--- config.mk ---
export PLATFORM = sky130hd
export DESIGN_NAME = iflm_top
export DESIGN_NICKNAME = d
export VERILOG_FILES = /design/src/iflm_pkg.sv /design/src/iflm_flag_if.sv /design/src/iflm_flag_bank.sv /design/src/iflm_top.sv
export VERILOG_INCLUDE_DIRS = /design/src /design/src/src
export SDC_FILE = /design/constraint.sdc
export NUM_CORES = 1
export LEC_CHECK = 0
export BUFFER_PORTS_ARGS = -buffer_cell sky130_fd_sc_hd__buf_4
export CAP_MARGIN = 25
export CORE_ASPECT_RATIO = 1.4
export CORE_MARGIN = 5
export CORE_UTILIZATION = 43
export CTS_BUF_LIST = sky130_fd_sc_hd__clkbuf_4
export CTS_CLUSTER_DIAMETER = 40
export CTS_CLUSTER_SIZE = 14
export DETAILED_ROUTE_END_ITERATION = 10
export GPL_TIMING_DRIVEN = 0
export PLACE_DENSITY = 0.78
export SETUP_SLACK_MARGIN = 0.4
export SYNTH_ARGS = -nofsm -noshare
export SYNTH_HDL_FRONTEND = slang
export SYNTH_SLANG_ARGS = --single-unit
--- constraint.sdc ---
create_clock -name clk -period 1.65 [get_ports clk]
set_input_delay 0.2475 -clock clk [delete_from_list [all_inputs] [get_ports clk]]
set_output_delay 0.2475 -clock clk [all_outputs]
set_load 0.02 [all_outputs]
--- src/iflm_map.svh ---
// Constants of the interrupt flag and mask logic: offsets, fields, resets.
// Assumes it is included by its bare name from the package and the modules.
`ifndef IFLM_MAP_SVH
`define IFLM_MAP_SVH

// ----------------------------------------------------------------------
// Sizes
// ----------------------------------------------------------------------
`define IFLM_NUM_SRC 8
`define IFLM_ADDR_W 8

// ----------------------------------------------------------------------
// Register byte offsets
// ----------------------------------------------------------------------
`define IFLM_OFF_FLAG 8'h00
`define IFLM_OFF_MASK 8'h04
`define IFLM_OFF_STATUS 8'h08

// ----------------------------------------------------------------------
// Reset values and fields
// ----------------------------------------------------------------------
`define IFLM_FLAG_RST 8'h00
`define IFLM_MASK_RST 8'h00
`define IFLM_WORD_ZERO 32'h0000_0000
`define IFLM_ST_LOCK 0
`define IFLM_ST_ONE_SEEN 1
`define IFLM_ST_TWO_SEEN 2
`define IFLM_ST_NMI_PEND 3
`define IFLM_ST_IRQ_REQ 4
`define IFLM_RESP_OKAY 2'h0
`define IFLM_RESP_DECERR 2'h3

`endif

--- src/iflm_pkg.sv ---
// Types shared by the interrupt flag and mask logic.
// Assumes iflm_map.svh is on the include path.
`include "iflm_map.svh"

package iflm_pkg;

	// Stack-pointer lockout states
	typedef enum logic [1:0] {
		IFLM_LOCKED = 2'h0,
		IFLM_WAIT_TWO = 2'h1,
		IFLM_WAIT_ONE = 2'h2,
		IFLM_OPEN = 2'h3
	} iflm_lock_t;

	// One bit per interrupt source
	typedef logic [`IFLM_NUM_SRC-1:0] iflm_vec_t;

endpackage

--- src/iflm_flag_if.sv ---
// Carrier between the controller and its factor flag bank.
// Assumes both ends run on the same clock.
`timescale 1ns/1ps
`default_nettype none

interface iflm_flag_if;
	iflm_pkg::iflm_vec_t setEvent;
	iflm_pkg::iflm_vec_t clearReq;
	iflm_pkg::iflm_vec_t flags;

	modport bank(input setEvent, input clearReq, output flags);
	modport ctrl(output setEvent, output clearReq, input flags);
endinterface

`default_nettype wire

--- src/iflm_flag_bank.sv ---
// Sticky interrupt factor flags, set by events, cleared by request.
// Assumes set and clear arrive on clk from logic of the same domain.
`timescale 1ns/1ps
`default_nettype none
`include "iflm_map.svh"

module iflm_flag_bank (
	input wire logic clk,
	input wire logic reset_n,
	iflm_flag_if.bank port
);

	iflm_pkg::iflm_vec_t flags;
	iflm_pkg::iflm_vec_t next_flags;
	iflm_pkg::iflm_vec_t clearOnly;

	// ------------------------------------------------------------------
	// Flag update
	// ------------------------------------------------------------------

	// Set term applied last so a same-cycle event survives the clear
	always_comb begin
		next_flags = flags & ~port.clearReq;
		next_flags = next_flags | port.setEvent;
	end

	// Register the flags
	always_ff @(posedge clk or negedge reset_n) begin
		if (!reset_n) begin
			flags <= `IFLM_FLAG_RST;
		end else begin
			flags <= next_flags;
		end
	end

	assign port.flags = flags;
	assign clearOnly = port.clearReq & ~port.setEvent;

	// ------------------------------------------------------------------
	// Checks
	// ------------------------------------------------------------------

	a_event_sets_flag: assert property (
		@(posedge clk) disable iff (!reset_n)
		(port.setEvent != `IFLM_FLAG_RST) |=>
			((flags & $past(port.setEvent)) == $past(port.setEvent)))
		else $error("event did not set its flag");

	a_write_one_clears: assert property (
		@(posedge clk) disable iff (!reset_n)
		(clearOnly != `IFLM_FLAG_RST) |=>
			((flags & $past(clearOnly)) == `IFLM_FLAG_RST))
		else $error("write of one did not clear flag");

	a_untouched_flag_holds: assert property (
		@(posedge clk) disable iff (!reset_n)
		((port.setEvent | port.clearReq) == `IFLM_FLAG_RST) |=>
			$stable(flags))
		else $error("flag changed without cause");

endmodule

`default_nettype wire

--- src/iflm_top.sv ---
// Interrupt flag, mask and stack-pointer lockout logic with AXI4-Lite
// registers. Assumes sources, core strobes and the bus share clk; core
// strobes are one-cycle pulses.
`timescale 1ns/1ps
`default_nettype none
`include "iflm_map.svh"

module iflm_top (
	input wire logic clk,
	input wire logic reset_n,
	input wire logic [`IFLM_NUM_SRC-1:0] srcEvent,
	input wire logic nmiEvent,
	input wire logic nmiAccept,
	input wire logic globalEnable,
	input wire logic returnFromInterruptInstr,
	input wire logic stackPointerOneWrite,
	input wire logic stackPointerTwoWrite,
	output logic irqRequest,
	output logic irqRetrigger,
	output logic nmiRequest,
	output logic lockoutActive,
	input wire logic [`IFLM_ADDR_W-1:0] s_axi_awaddr,
	input wire logic s_axi_awvalid,
	output logic s_axi_awready,
	input wire logic [31:0] s_axi_wdata,
	input wire logic [3:0] s_axi_wstrb,
	input wire logic s_axi_wvalid,
	output logic s_axi_wready,
	output logic [1:0] s_axi_bresp,
	output logic s_axi_bvalid,
	input wire logic s_axi_bready,
	input wire logic [`IFLM_ADDR_W-1:0] s_axi_araddr,
	input wire logic s_axi_arvalid,
	output logic s_axi_arready,
	output logic [31:0] s_axi_rdata,
	output logic [1:0] s_axi_rresp,
	output logic s_axi_rvalid,
	input wire logic s_axi_rready
);

	// ------------------------------------------------------------------
	// Declarations
	// ------------------------------------------------------------------
	iflm_flag_if flagBus ();
	iflm_pkg::iflm_lock_t lockState;
	iflm_pkg::iflm_lock_t next_lockState;
	iflm_pkg::iflm_vec_t mask;
	iflm_pkg::iflm_vec_t next_mask;
	iflm_pkg::iflm_vec_t flags;
	logic nmiPending;
	logic next_nmiPending;
	logic reqPrev;
	logic next_reqPrev;
	logic next_irqRetrigger;
	logic awHeld;
	logic next_awHeld;
	logic [`IFLM_ADDR_W-1:0] awAddr;
	logic [`IFLM_ADDR_W-1:0] next_awAddr;
	logic wHeld;
	logic next_wHeld;
	logic [31:0] wData;
	logic [31:0] next_wData;
	logic [3:0] wStrb;
	logic [3:0] next_wStrb;
	logic bvalid;
	logic next_bvalid;
	logic [1:0] bresp;
	logic [1:0] next_bresp;
	logic rvalid;
	logic next_rvalid;
	logic [31:0] rdata;
	logic [31:0] next_rdata;
	logic [1:0] rresp;
	logic [1:0] next_rresp;
	logic doWrite;
	logic hitFlag;
	logic hitMask;
	logic [31:0] statusWord;

	// ------------------------------------------------------------------
	// Factor flags
	// ------------------------------------------------------------------

	// Events set flags directly, mask plays no part here
	assign flagBus.setEvent = srcEvent;
	// Write of one to a flag bit clears it, low byte lane only
	assign flagBus.clearReq = (doWrite && hitFlag && wStrb[0]) ?
		wData[`IFLM_NUM_SRC-1:0] : `IFLM_FLAG_RST;
	assign flags = flagBus.flags;

	iflm_flag_bank flagBank (
		.clk(clk),
		.reset_n(reset_n),
		.port(flagBus.bank)
	);

	// ------------------------------------------------------------------
	// Stack-pointer lockout
	// ------------------------------------------------------------------

	// Both pointers must be written before interrupts pass; a lone
	// write reopens the wait for its partner
	always_comb begin
		next_lockState = lockState;
		unique case (lockState)
			iflm_pkg::IFLM_LOCKED, iflm_pkg::IFLM_OPEN: begin
				if (stackPointerOneWrite && stackPointerTwoWrite) begin
					next_lockState = iflm_pkg::IFLM_OPEN;
				end else if (stackPointerOneWrite) begin
					next_lockState = iflm_pkg::IFLM_WAIT_TWO;
				end else if (stackPointerTwoWrite) begin
					next_lockState = iflm_pkg::IFLM_WAIT_ONE;
				end
			end
			iflm_pkg::IFLM_WAIT_TWO: begin
				if (stackPointerTwoWrite) begin
					next_lockState = iflm_pkg::IFLM_OPEN;
				end
			end
			iflm_pkg::IFLM_WAIT_ONE: begin
				if (stackPointerOneWrite) begin
					next_lockState = iflm_pkg::IFLM_OPEN;
				end
			end
		endcase
	end

	// Register lockout state
	always_ff @(posedge clk or negedge reset_n) begin
		if (!reset_n) begin
			lockState <= iflm_pkg::IFLM_LOCKED;
		end else begin
			lockState <= next_lockState;
		end
	end

	// Pairing by software keeps the window closed only briefly
	assign lockoutActive = (lockState != iflm_pkg::IFLM_OPEN);

	// ------------------------------------------------------------------
	// Requests to the core
	// ------------------------------------------------------------------

	// Maskable request is a level that holds while any unmasked flag stands, global enable is set and lockout is off
	assign irqRequest = ((flags & mask) != `IFLM_FLAG_RST) &&
		globalEnable && !lockoutActive;
	// Non-maskable request is still held back by the lockout
	assign nmiRequest = nmiPending && !lockoutActive;

	// NMI pending latch and re-request pulse; event wins over accept
	always_comb begin
		next_nmiPending = (nmiPending && !nmiAccept) || nmiEvent;
		next_reqPrev = irqRequest;
		// Fresh assertion or return with a cause still set
		next_irqRetrigger = irqRequest &&
			(!reqPrev || returnFromInterruptInstr);
	end

	// Register request state
	always_ff @(posedge clk or negedge reset_n) begin
		if (!reset_n) begin
			nmiPending <= 1'b0;
			reqPrev <= 1'b0;
			irqRetrigger <= 1'b0;
		end else begin
			nmiPending <= next_nmiPending;
			reqPrev <= next_reqPrev;
			irqRetrigger <= next_irqRetrigger;
		end
	end

	// ------------------------------------------------------------------
	// AXI4-Lite write side
	// ------------------------------------------------------------------
	assign s_axi_awready = !awHeld && !bvalid;
	assign s_axi_wready = !wHeld && !bvalid;
	assign doWrite = awHeld && wHeld && !bvalid;
	assign hitFlag = ({awAddr[`IFLM_ADDR_W-1:2], 2'h0} == `IFLM_OFF_FLAG);
	assign hitMask = ({awAddr[`IFLM_ADDR_W-1:2], 2'h0} == `IFLM_OFF_MASK);

	// Address and data held apart, then retired together
	always_comb begin
		next_awHeld = awHeld;
		next_awAddr = awAddr;
		next_wHeld = wHeld;
		next_wData = wData;
		next_wStrb = wStrb;
		next_bvalid = bvalid;
		next_bresp = bresp;
		next_mask = mask;
		if (s_axi_awvalid && s_axi_awready) begin
			next_awHeld = 1'b1;
			next_awAddr = s_axi_awaddr;
		end
		if (s_axi_wvalid && s_axi_wready) begin
			next_wHeld = 1'b1;
			next_wData = s_axi_wdata;
			next_wStrb = s_axi_wstrb;
		end
		if (doWrite) begin
			next_awHeld = 1'b0;
			next_wHeld = 1'b0;
			next_bvalid = 1'b1;
			// Status register is read-only but answers OKAY
			if (hitFlag || hitMask ||
				({awAddr[`IFLM_ADDR_W-1:2], 2'h0} == `IFLM_OFF_STATUS)) begin
				next_bresp = `IFLM_RESP_OKAY;
			end else begin
				next_bresp = `IFLM_RESP_DECERR;
			end
			if (hitMask && wStrb[0]) begin
				next_mask = wData[`IFLM_NUM_SRC-1:0];
			end
		end
		if (bvalid && s_axi_bready) begin
			next_bvalid = 1'b0;
		end
	end

	// Register write side
	always_ff @(posedge clk or negedge reset_n) begin
		if (!reset_n) begin
			awHeld <= 1'b0;
			awAddr <= '0;
			wHeld <= 1'b0;
			wData <= `IFLM_WORD_ZERO;
			wStrb <= 4'h0;
			bvalid <= 1'b0;
			bresp <= `IFLM_RESP_OKAY;
			mask <= `IFLM_MASK_RST;
		end else begin
			awHeld <= next_awHeld;
			awAddr <= next_awAddr;
			wHeld <= next_wHeld;
			wData <= next_wData;
			wStrb <= next_wStrb;
			bvalid <= next_bvalid;
			bresp <= next_bresp;
			mask <= next_mask;
		end
	end

	assign s_axi_bvalid = bvalid;
	assign s_axi_bresp = bresp;

	// ------------------------------------------------------------------
	// AXI4-Lite read side
	// ------------------------------------------------------------------

	// Status view of the block's own state
	always_comb begin
		statusWord = `IFLM_WORD_ZERO;
		statusWord[`IFLM_ST_LOCK] = lockoutActive;
		statusWord[`IFLM_ST_ONE_SEEN] =
			(lockState == iflm_pkg::IFLM_WAIT_TWO) ||
			(lockState == iflm_pkg::IFLM_OPEN);
		statusWord[`IFLM_ST_TWO_SEEN] =
			(lockState == iflm_pkg::IFLM_WAIT_ONE) ||
			(lockState == iflm_pkg::IFLM_OPEN);
		statusWord[`IFLM_ST_NMI_PEND] = nmiPending;
		statusWord[`IFLM_ST_IRQ_REQ] = irqRequest;
	end

	assign s_axi_arready = !rvalid;

	// One read in flight; data captured when the address is taken
	always_comb begin
		next_rvalid = rvalid;
		next_rdata = rdata;
		next_rresp = rresp;
		if (s_axi_arvalid && s_axi_arready) begin
			next_rvalid = 1'b1;
			next_rresp = `IFLM_RESP_OKAY;
			next_rdata = `IFLM_WORD_ZERO;
			unique case ({s_axi_araddr[`IFLM_ADDR_W-1:2], 2'h0})
				`IFLM_OFF_FLAG: next_rdata[`IFLM_NUM_SRC-1:0] = flags;
				`IFLM_OFF_MASK: next_rdata[`IFLM_NUM_SRC-1:0] = mask;
				`IFLM_OFF_STATUS: next_rdata = statusWord;
				default: next_rresp = `IFLM_RESP_DECERR;
			endcase
		end else if (rvalid && s_axi_rready) begin
			next_rvalid = 1'b0;
		end
	end

	// Register read side
	always_ff @(posedge clk or negedge reset_n) begin
		if (!reset_n) begin
			rvalid <= 1'b0;
			rdata <= `IFLM_WORD_ZERO;
			rresp <= `IFLM_RESP_OKAY;
		end else begin
			rvalid <= next_rvalid;
			rdata <= next_rdata;
			rresp <= next_rresp;
		end
	end

	assign s_axi_rvalid = rvalid;
	assign s_axi_rdata = rdata;
	assign s_axi_rresp = rresp;

	// ------------------------------------------------------------------
	// Checks
	// ------------------------------------------------------------------

	a_locked_blocks_all: assert property (
		@(posedge clk) disable iff (!reset_n)
		lockoutActive |-> (!irqRequest && !nmiRequest))
		else $error("interrupt passed during lockout");

	a_release_needs_write: assert property (
		@(posedge clk) disable iff (!reset_n)
		$fell(lockoutActive) |->
			($past(stackPointerOneWrite) || $past(stackPointerTwoWrite)))
		else $error("lockout released without pointer write");

	a_lone_write_relocks: assert property (
		@(posedge clk) disable iff (!reset_n)
		(!lockoutActive && (stackPointerOneWrite != stackPointerTwoWrite))
			|=> lockoutActive)
		else $error("single pointer write left lockout open");

	a_partner_still_owed: assert property (
		@(posedge clk) disable iff (!reset_n)
		(lockState == iflm_pkg::IFLM_WAIT_TWO && !stackPointerTwoWrite)
			|=> lockoutActive)
		else $error("lockout opened without second pointer");

	a_request_gating: assert property (
		@(posedge clk) disable iff (!reset_n)
		irqRequest |-> (globalEnable && ((flags & mask) != 8'h00)))
		else $error("request without enable or masked flag");

	a_request_on_cause: assert property (
		@(posedge clk) disable iff (!reset_n)
		(globalEnable && !lockoutActive && ((flags & mask) != 8'h00))
			|-> irqRequest)
		else $error("request missing with cause present");

	a_retrigger_on_return: assert property (
		@(posedge clk) disable iff (!reset_n)
		(returnFromInterruptInstr && irqRequest) |=> irqRetrigger)
		else $error("no re-request after return");

	a_retrigger_on_enable: assert property (
		@(posedge clk) disable iff (!reset_n)
		($rose(globalEnable) && irqRequest) |=> irqRetrigger)
		else $error("no request pulse when enable rose");

	a_write_response: assert property (
		@(posedge clk) disable iff (!reset_n)
		doWrite |=> (s_axi_bvalid && !awHeld && !wHeld))
		else $error("write not answered next cycle");

endmodule

`default_nettype wire

Yosys cells after proc, flatten, opt, wreduce, memory -nomap -nowiden
Index checks and enable logic that the tools add are counted.
{"block": "totals", "regBits": 54, "latch_bits": 0, "mem_bits_rw": 0, "mem_bits_ro": 0, "in_bits": 73, "out_inout_bits": 45, "wordCells": 92, "n_memories": 0}
{"block": "op_classes", "n_addsub": 0, "mul": 0, "n_div": 0, "order_cmp": 0, "eq_ne": 11, "shifts": 0, "mux": 18, "bitwise_logic": 4, "n_reduce_logical": 43}
{"operator": "one-hot mux 8 bit (3 select lines)", "n": 1}
{"operator": "logical AND 1 bit", "n": 18}
{"operator": "AND 8 bit", "n": 2}
{"operator": "two-way mux 2 bit", "n": 7}
{"operator": "== test 6 x 1 -> 1 bit, second input constant", "n": 2}
{"operator": "== test 6 x 2 -> 1 bit, second input constant", "n": 2}
{"operator": "zero test 6 bit", "n": 2}
{"operator": "two-way mux 1 bit", "n": 8}
{"operator": "two-way mux 8 bit", "n": 1}
{"operator": "NOT 8 bit", "n": 1}
{"operator": "OR 8 bit", "n": 1}
{"operator": "nonzero test 2 bit", "n": 4}
{"operator": "nonzero test 8 bit", "n": 1}
{"operator": "zero test 1 bit", "n": 7}
{"operator": "logical OR 1 bit", "n": 6}
{"operator": "inequality test 2 bit, second input constant", "n": 3}
{"operator": "one-hot mux 2 bit (3 select lines)", "n": 1}
{"operator": "== test 2 bit, second input constant", "n": 2}
{"operator": "inequality test 4 bit, second input constant", "n": 1}
{"operator": "AND reduction 3 bit", "n": 1}
{"operator": "OR reduction 3 bit", "n": 1}
{"operator": "== test 2 x 1 -> 1 bit, second input constant", "n": 1}
{"operator": "zero test 2 bit", "n": 1}
{"operator": "AND reduction 2 bit", "n": 1}
{"operator": "OR reduction 2 bit", "n": 1}

Longest topological paths before layout
Gate-level depths: netlist (run 1).
{"block": "depth", "depth_word": 8, "ltp_mapped": 6, "ltp_nobuf": 6}

By module
A second synthesis (run 1) with hierarchy kept.
{"block": "hier_totals", "hier_cells": 216, "area_unflattened_um2": 2466.1}
{"mod": "iflm_top", "instances": 1, "cells_per_inst": 192, "area_each_um2": 2175.8}
{"mod": "iflm_flag_bank", "instances": 1, "cells_per_inst": 24, "area_each_um2": 290.3}

Worst setup path before layout (run 1)
No wires, ideal clock.
{"block": "synth_path", "path_type": "register to register", "startpoint": "reg bvalid, in the netlist s_axi_bvalid", "endpoint": "reg wData[0]", "setup_ps": 125, "t_arrival_ps": 1687, "required_time_ps": 1525, "slack_ps": -162, "stages_incl_launch_ff": 5, "path_buffers": 1, "cell_sequence": "dfrtp_1 -> nor2_1 -> and2_1 -> clkbuf_1 -> mux2_2"}
{"block": "synth_via", "elab_chain_cells": 3}
{"item": "start: declaration", "line_no": "iflm_top.sv:65", "text": "logic bvalid;"}
{"item": "start signal: assignment", "line_no": "iflm_top.sv:237", "text": "bvalid <= next_bvalid;"}
{"item": "zero test 1 bit", "line_no": "iflm_top.sv:176", "text": "assign s_axi_wready = !wHeld && !bvalid;"}
{"item": "logical AND 1 bit", "line_no": "iflm_top.sv:176"}
{"item": "named net s_axi_wready", "line_no": "iflm_top.sv:28", "text": "output logic s_axi_wready,"}
{"item": "logical AND 1 bit", "line_no": "iflm_top.sv:195", "text": "if (s_axi_wvalid && s_axi_wready) begin"}
{"item": "end signal: assignment", "line_no": "iflm_top.sv:226", "text": "wData <= `IFLM_WORD_ZERO;"}
{"item": "end signal: assignment", "line_no": "iflm_top.sv:235", "text": "wData <= next_wData;"}
{"item": "end: declaration", "line_no": "iflm_top.sv:61", "text": "logic [31:0] wData;"}
The timed path passes the listed nets, and every way through them passes these cells.
A chain may end at the register's enable or synchronous reset.

Worst setup path in the final report (run 1)
{"block": "layout_path", "startpoint": "reg awAddr[7]", "endpoint": "reg mask[2]"}
{"block": "layout_via", "elab_chain_cells": 3}
{"item": "start: declaration", "line_no": "iflm_top.sv:57", "text": "logic [`IFLM_ADDR_W-1:0] awAddr;"}
{"item": "start signal: assignment", "line_no": "iflm_top.sv:233", "text": "awAddr <= next_awAddr;"}
{"item": "== test 6 x 1 -> 1 bit (no source line)"}
{"item": "logical AND 1 bit", "line_no": "iflm_top.sv:211", "text": "if (hitMask && wStrb[0]) begin"}
{"item": "AND reduction 2 bit (no source line)"}
{"item": "end signal: assignment", "line_no": "iflm_top.sv:230", "text": "mask <= `IFLM_MASK_RST;"}
{"item": "end signal: assignment", "line_no": "iflm_top.sv:239", "text": "mask <= next_mask;"}
{"item": "end: declaration", "line_no": "iflm_top.sv:47", "text": "iflm_pkg::iflm_vec_t mask;"}
Every way passes these cells.

==> metrics.cfg, run 1 <==
[status]
status=complete, but fails checks
violations=negative setup slack

[floorplan]
fp-row-count=32
ios=118
dieWidth_um=73.4
core_um2=5490
initial_core_util_pct=44.2
dieArea_um2=7260
die_h_um=98.8

[final_layout]
fin_util_pct=67.5
num_antenna_cells=0
fin_nets=404
drive_gt1_share_pct=59.0
final_area_um2=3700
area_growth_pct=52.9
nFillCells=415

[power]
p_leak_nw=1.83
p_per_area_nw_per_um2=1440
power_w=0.00532
ir_worst_vdd_mv=1.01

[sta]
finalCritPeriodShare_pct=104
hold_slack_ns=0.0178
max_freq_mhz=582
worstMarginPinSlew_ns=0.617
min_period_ns=1.72
hold_viol_final=0
slew_violations=0
slew_headroom_pct=58.8
skew_ns=0.0210
fin_ws_ns=-0.0673
setup_viol=11
rsz0062_at_grt=true

[cts]
clock_latency_ns=0.39
cts_tree=yes
cts_root_buf=clkbuf_4
clock-sinks=50
cts_buffers=5
h-tree-depth=2
cts.clk_slew.worst_paths_ns=0.16
cts_buffer_depth=2

[placed_design]
numPortBuffers=62
place.gp.congestion=0.700
dp_hpwl_um=3800
placed_cell_area_um2=3220

[routing]
viasPerCell=4.70
wirelength_um=5490
drc=0
drt_iter0_markers=56
route.vias.total=1864
antenna_left=0
wl_per_cell_um=13.8
dr.pass1.iters=4

[synth]
synth_top_area_share_pct=51.7
yosysWarnings=0
synth_enable_flop_cells=0
ys_seq_area_share_pct=51.7
synthMostInstantiatedCell=dfrtp_1
yosysUniqueCellTypes=32
synthFlopType=dfrtp_1
synth_simple_gate_area_share_pct=10.5
synthTopCellsByArea=dfrtp_1, buf_4, mux2_2
yosys.area.top_type=dfrtp_1
synthAdderAreaFrac_pct=1.55
ys_ff_latch=50
syn-cell-area_um2=2420
ys_async_sr_fraction_pct=100
synth_compound_area_share_pct=11.9
synth_xor_area_share_pct=0
ys_top_cells_by_count=dfrtp_1, buf_4, nand2_1, mux2_2, o21ai_0
avgSynthCellArea_um2=11.4
synth_top_family_by_area=multiplexers
syn-instance-count=213
synth_mux_area_share_pct=14.0

[setup_path]
slowest_stage=or4_4
cp.arrival_ns=2.00
end_kind=flip-flop
cp_top_family=simple AND/OR/NAND/NOR gates
crit_buf_inv=0
startpoint_type=flip-flop
path_class=flip-flop to flip-flop
crit_chain=or4_4, nor3_4, nand2_4, mux2_4
cp_slowest_stage_delay_ns=0.58
required_ns=1.93
crit_fanout=8

[global_routing]
track_usage_pct=14.9
first_global_vias=1864
grt_start_max_net_pins=51
antenna_found_initial=0
grt_overflow=0
grt_pass1_wl_um=8490

[hold_path]
holdCritPathClass=input port to flip-flop

[run]
maxCapViolCount=0

-- cells in the final DEF (no fill, tap or decap), types with 2 or more instances in the layout --
cell type	n
a21o_1	11
nand2_1	11
a21oi_1	7
inv_4	3
ha_4	3
mux2i_1	5
or4_4	2
nand2_4	2
conb_1	24
a211oi_2	3
inv_1	5
nor2_4	5
dfrtp_2	5
buf_4	85
and2_4	3
clkbuf_16	2
clkbuf_4	6
nor2_1	7
dfrtp_1	45
o21ai_0	5
clkbuf_1	2
buf_6	24
a22oi_2	4
o21ai_1	7
nand2_2	9
mux2_4	22
-- final cells by class --
class | instances | area (um2) | share of cell area, %
plain buffers | 31 | 265 | 7.16
clock inverters | 2 | 13.8 | 0.372
inverters | 9 | 41.3 | 1.11
repair buffers | 85 | 731 | 19.7
flip-flops and latches | 50 | 1260 | 34.0
clock buffers | 6 | 45.0 | 1.22
well taps | 68 | 85.1 | 2.30
multi-input cells | 146 | 1260 | 34.2
-- timing repair --
item	4_1_cts	5_1_grt
gates resized for setup	55	21
setup buffers	12	9
cloned	1	0
pin swaps	28	13
hold buffers	1	0
endpoints found under the hold margin	50	0
endpoints found under the setup margin	46	56
-- metrics by stage --
step / setup TNS [ns] / instances / setup slack, ns
global route: -1.20 / 397 / -0.116
floorplan: -0.0661 / 236 / -0.00826
CTS: -1.20 / 388 / -0.0874
finish: -0.551 / 397 / -0.0673
global placement: -1.60 / 366 / -0.171
detailed placement: -2.13 / 366 / -0.220
-- layer usage --
layer	GRT usage [%]	wire length, um
met1	17.3	2140
met2	23.9	2610
met3	6.43	602
met4	5.72	133
met5	0	0
-- final timing paths --
kind	start	to	slack [ns]	cells past startpoint
worst min register to register	reqPrev	irqRetrigger	0.44	1
worst max register to register	awAddr[7]	mask[2]	-0.07	4
worst max-delay path	awAddr[7]	mask[2]	-0.07	4
worst min-delay path	srcEvent[4]	flagBank.port.flags[4]	0.02	2
min in group asynchronous	reset_n	wHeld	0.39	2
max in group asynchronous	reset_n	lockState[0]	0.80	2
-- power breakdown --
group | switching [W] | internal [W] | leakage, nW | total (W)
Combinational | 0.00115 | 0.00164 | 1.20 | 0.00279
Clock | 0.000405 | 0.000187 | 0.0360 | 0.000592
Sequential | 0.000353 | 0.00159 | 0.593 | 0.00194
Total | 0.00191 | 0.00341 | 1.83 | 0.00532
-- state kept, by name, indices dropped and copies added, names as in the netlist --
signal               flops
irqRetrigger             1
lockState                2
reqPrev                  1
s_axi_rresp              1
wData                    8
s_axi_bresp              1
s_axi_rdata              8
s_axi_bvalid             1
awHeld                   1
wHeld                    1
flagBank.port.flags      8
mask                     8
wStrb                    1
awAddr                   6
s_axi_rvalid             1
nmiPending               1
-- cell families after synthesis --
logic type / count (synthesis)
buffers and inverters: 40
other: 1
DFF: 50
and+or+nand+nor: 46
AOI/OAI and AO/OA: 45
adders and majority gates: 3
muxes: 28
Note: power is estimated with default switching activity, not from simulation.
==> run 2, diff against run 1 <==
Settings changed: CAP_MARGIN 25 to default, CORE_UTILIZATION 43 to 51, PLACE_DENSITY 0.78 to 0.87.
Clock period 1.65 ns to 2.1 ns, I/O delays scaled along.
==> metrics.cfg, run 2 (same netlist as run 1, synthesis figures left out) <==
[status]
status=completed

[setup_path]
end_kind=flip-flop
crit_chain=or4_4, nor3_4, nand2_4, mux2_4
startpoint_type=flip-flop
slowest_stage=or4_4
path_class=flip-flop to flip-flop
crit_fanout=8  ; unchanged
cp_slowest_stage_delay_ns=0.58  ; about the same
required_ns=2.35  ; +0.42 ns
cp.arrival_ns=1.98  ; -0.02 ns

[placed_design]
numPortBuffers=62  ; unchanged
place.gp.congestion=0.743  ; +6.1%
placed_cell_area_um2=3060  ; -5.0%
dp_hpwl_um=4030  ; +6.1%

[floorplan]
die_h_um=91.5  ; -7.3%
fp-row-count=29  ; -9.4%
core_um2=4570  ; -17%
ios=118  ; unchanged
dieWidth_um=68.2  ; -7.1%
dieArea_um2=6250  ; -14%
initial_core_util_pct=53.0  ; +8.8 points

[routing]
antenna_left=0  ; unchanged
route.vias.total=1832  ; -1.7%
drc=0  ; unchanged
viasPerCell=4.83  ; +3.0%
wl_per_cell_um=14.0  ; +1.2%
drt_iter0_markers=47  ; -16%
wirelength_um=5300  ; -3.4%
dr.pass1.iters=4  ; unchanged

[cts]
h-tree-depth=2  ; unchanged
cts_buffers=5  ; unchanged
cts_buffer_depth=2  ; unchanged
cts_tree=yes
cts_root_buf=clkbuf_4
cts.clk_slew.worst_paths_ns=0.13  ; -0.03 ns
clock_latency_ns=0.36  ; -0.03 ns
clock-sinks=50  ; unchanged

[global_routing]
antenna_found_initial=0  ; unchanged
track_usage_pct=18.0  ; +3.1 points
grt_start_max_net_pins=51  ; unchanged
first_global_vias=1947  ; +4.5%
grt_overflow=0  ; unchanged
grt_pass1_wl_um=8600  ; +1.2%

[final_layout]
final_area_um2=3280  ; -12%
final_common_cell=buf_4
drive_gt1_share_pct=45.4  ; -14 points
final_cell_mix=buf_4, dfrtp_1, conb_1
area_growth_pct=35.3
fin_nets=392  ; -3.0%
num_antenna_cells=0  ; unchanged
fin_util_pct=71.7  ; +4.2 points

[sta]
skew_ns=0.00736  ; -0.0137 ns
max_freq_mhz=580  ; -0.46%
min_period_ns=1.73  ; +0.00785 ns
worstMarginPinSlew_ns=0.604  ; -0.0132 ns
slew_violations=0  ; unchanged
finalCritPeriodShare_pct=82.1  ; -22 points
slew_headroom_pct=59.7  ; +0.88 points
setup_viol=0  ; -11
rsz0062_at_grt=true
tns_ns=0  ; +0.551 ns
hold_viol_final=0  ; unchanged
hold_slack_ns=0.114  ; +0.0961 ns

[power]
power_w=0.00357  ; -33%
p_per_area_nw_per_um2=1090  ; -24%
p_leak_nw=1.67  ; -8.9%
ir_worst_vdd_mv=0.755  ; -26%

[hold_path]
holdCritPathClass=input port to flip-flop

[run]
maxCapViolCount=0  ; unchanged

run 2: cell types whose count changed in the layout (fill, tap and decap cells not counted), sizes merged:
| cell | previous run | this run |
|---|---|---|
| buf | 110 | 98 |
| clkbuf | 11 | 12 |
| inv | 10 | 9 |
| clkinv | 1 | 0 |
| bufinv | 0 | 1 |
run 2: repair_timing:
action                                  in CTS  in global routing
setup buffers                                7                  3
endpoints found under the hold margin       50                  0
pin swaps                                    5                  4
hold buffers                                 1                  0
endpoints found under the setup margin      18                 18
gates resized for setup                      9                  2
gates cloned                                 0                  0
run 2: critical path, delay by kind of cell, from the launching register on:
| kind | cells | cell delay (ns) |
|---|---|---|
| muxes | 1 | 0.32 |
| and+or+nand+nor | 3 | 0.89 |
| DFF | 1 | 0.40 |
run 2: layer usage:
metal | vias to the layer above | global-route usage (%) | routed length, um
met1 | 859 | 17.4 | 1740
li1 | 885 | - | -
met4 | 0 | 6.97 | 113
met3 | 13 | 6.30 | 532
met2 | 75 | 33.1 | 2920
met5 | - | 0 | 0
run 2: area by class of cell:
cell class / count / area, um2
tap: 62 / 77.6
sequential: 50 / 1250
inverter: 9 / 33.8
timing repair buffer: 73 / 562
buffer: 31 / 215
multi-input combinational: 146 / 1050
clock inverter: 1 / 30.0
fill: 348 / 1290
clock buffer: 7 / 52.6
run 2: report_power, final:
part | switching, W | leakage, nW | internal, W
Combinational | 0.000688 | 1.02 | 0.000838
Sequential | 0.000247 | 0.598 | 0.00124
Clock | 0.000280 | 0.0463 | 0.000279
run 2: worst paths after layout:
kind                              startpoint              to  slack (ns)  cells after the start
worst max-delay path               awAddr[7]         mask[4]        0.37                      4
worst min-delay path            s_axi_bready    s_axi_bvalid        0.11                      2
worst max register to register     awAddr[7]         mask[4]        0.37                      4
worst min register to register       reqPrev    irqRetrigger        0.43                      1
max in group asynchronous            reset_n  s_axi_rdata[1]        1.21                      2
min in group asynchronous            reset_n         mask[7]        0.48                      2
run 2: metrics by stage:
step / cells / worst slack, ns
floorplan: 236 / 0.414
global placement: 360 / 0.269
detailed placement: 360 / 0.211
CTS: 376 / 0.351
global route: 379 / 0.300
finish: 379 / 0.375
==> run 3, diff against run 2 <==
Settings changed: CORE_UTILIZATION 51 to 48, PLACE_DENSITY 0.87 to 0.83.
Clock period 2.1 ns to 1.7 ns, I/O delays scaled along.
==> metrics.cfg, run 3 (same netlist as run 1, synthesis figures left out) <==
[floorplan]
ios=118  ; unchanged
die_h_um=94.1  ; +2.7%
dieArea_um2=6590  ; +5.4%
fp-row-count=30  ; +3.4%
dieWidth_um=70.0  ; +2.6%
core_um2=4880  ; +6.7%
initial_core_util_pct=49.6  ; -3.3 points

[setup_path]
startpoint_type=flip-flop
required_ns=1.96  ; -0.39 ns
cp.arrival_ns=1.99  ; about the same
regToRegSetupSlack_ns=-0.03  ; -0.40 ns
crit_fanout=8  ; unchanged
end_kind=flip-flop
worstReg2RegEnd=mask[4]
r2r_start=awAddr[6]
rr_worst_depth=4  ; unchanged
path_class=flip-flop to flip-flop

[final_layout]
fin_cells=385  ; +1.6%
drive_gt1_share_pct=55.5  ; +10 points
num_antenna_cells=0  ; unchanged
final_common_cell=buf_4
nFillCells=351  ; +0.86%
final_area_um2=3600  ; +9.7%
area_growth_pct=48.5
final_cell_mix=buf_4, dfrtp_1, conb_1
fin_nets=396  ; +1.0%

[cts]
cts_root_buf=clkbuf_4
cts_buffer_depth=2  ; unchanged
cts_tree=yes
cts_buffers=5  ; unchanged
h-tree-depth=2  ; unchanged
clock_latency_ns=0.36  ; about the same
clock-sinks=50  ; unchanged
cts.clk_slew.worst_paths_ns=0.13  ; about the same

[global_routing]
grt_overflow=0  ; unchanged
antenna_found_initial=0  ; unchanged
first_global_vias=1915  ; -1.6%
grt_start_max_net_pins=51  ; unchanged
track_usage_pct=17.3  ; -0.73 points
grt_pass1_wl_um=8890  ; +3.4%

[routing]
viasPerCell=4.74  ; -2.0%
route.vias.total=1823  ; -0.49%
wl_per_cell_um=14.2  ; +1.7%
antenna_left=0  ; unchanged
dr.pass1.iters=4  ; unchanged
drt_iter0_markers=32  ; -32%
drc=0  ; unchanged
wirelength_um=5480  ; +3.4%

[sta]
min_period_ns=1.73  ; +0.00165 ns
max_freq_mhz=579  ; about the same
hold_viol_final=0  ; unchanged
slew_headroom_pct=57.9  ; -1.8 points
finalCritPeriodShare_pct=102  ; +19 points
slew_violations=0  ; unchanged
rsz0062_at_grt=true
fin_ws_ns=-0.0268  ; -0.402 ns
setup_viol=8  ; +8
skew_ns=0.00530  ; -0.00206 ns
worstMarginPinSlew_ns=0.631  ; +0.0267 ns
hold_slack_ns=0.0610  ; -0.0530 ns

[power]
power_w=0.00507  ; +42%
ir_worst_vdd_mv=1.20  ; +59%
p_leak_nw=1.79  ; +7.2%
p_per_area_nw_per_um2=1410  ; +29%

[status]
violations=negative setup slack
status=complete, but fails checks

[placed_design]
place_ws_ns=-0.151  ; -0.362 ns
placed_cell_area_um2=3200  ; +4.7%
place.gp.congestion=0.732  ; -1.5%
place_inst=362  ; +0.56%
numPortBuffers=62  ; unchanged
dp_hpwl_um=4020  ; -0.27%

[hold_path]
whs_path_depth=2  ; unchanged
min_from=srcEvent[7]
holdCritPathClass=input port to flip-flop
min_delay_worst_endpoint=flagBank.port.flags[7]

[run]
maxCapViolCount=0  ; unchanged

-- run 3: per-stage QoR --
stage	utilization (%)	setup TNS, ns
after floorplan	-	0
after detailed placement	65.6	-1.31
after global routing	73.7	-1.15
after CTS	71.2	-0.741
after global placement	65.6	-0.959
final	73.7	-0.178
-- run 3: worst max path at each step --
stage / from / endpoint / slack [ns] / depth (start not counted)
2_1_floorplan: awAddr[5] / flagBank.port.flags[0] / 0.04 / 4
3_3_place_gp: awAddr[5] / flagBank.port.flags[6] / -0.13 / 4
3_5_place_dp: awAddr[5] / flagBank.port.flags[1] / -0.15 / 4
4_1_cts: awAddr[6] / flagBank.port.flags[4] / -0.05 / 5
5_1_grt: awAddr[6] / mask[2] / -0.10 / 4
6_report: awAddr[6] / mask[4] / -0.03 / 4
-- run 3: report_power, final --
part	internal, W	switching (W)	leakage (nW)	total, W
registers	0.00154	0.000361	0.594	0.00190
clock network	0.000344	0.000359	0.0463	0.000703
logic	0.00145	0.00102	1.15	0.00247
-- run 3: per-layer routing --
layer / global-route usage, % / routed length, um / up-vias
met5: 0 / 0 / -
met4: 5.91 / 80 / 0
met3: 6.85 / 473 / 5
met2: 30.9 / 2920 / 66
met1: 18.3 / 2010 / 858
li1: - / - / 894
-- run 3: repair_timing --
| item | CTS | global route |
|---|---|---|
| gates resized for setup | 30 | 27 |
| setup buffers | 7 | 6 |
| setup endpoints to repair | 43 | 46 |
| pin swaps | 17 | 7 |
| endpoints found under the hold margin | 50 | 0 |
| cloned | 1 | 0 |
| hold buffers | 1 | 0 |
-- run 3: critical path: stages, from the launching register on --
cell,delay [ns]
dfrtp_1,0.41
or4_4,0.58
nor3_4,0.17
nand2_4,0.14
mux2_4,0.33
-- run 3: final cells by class --
class	count	area, um2	share of cell area, %
Tap cell	64	80.1	2.23
Clock inverter	1	30.0	0.835
Clock buffer	7	52.6	1.46
Timing Repair Buffer	77	641	17.8
Inverter	9	36.3	1.01
Multi-Input combinational cell	146	1240	34.4
Buffer	31	264	7.34
Sequential cell	50	1250	34.9
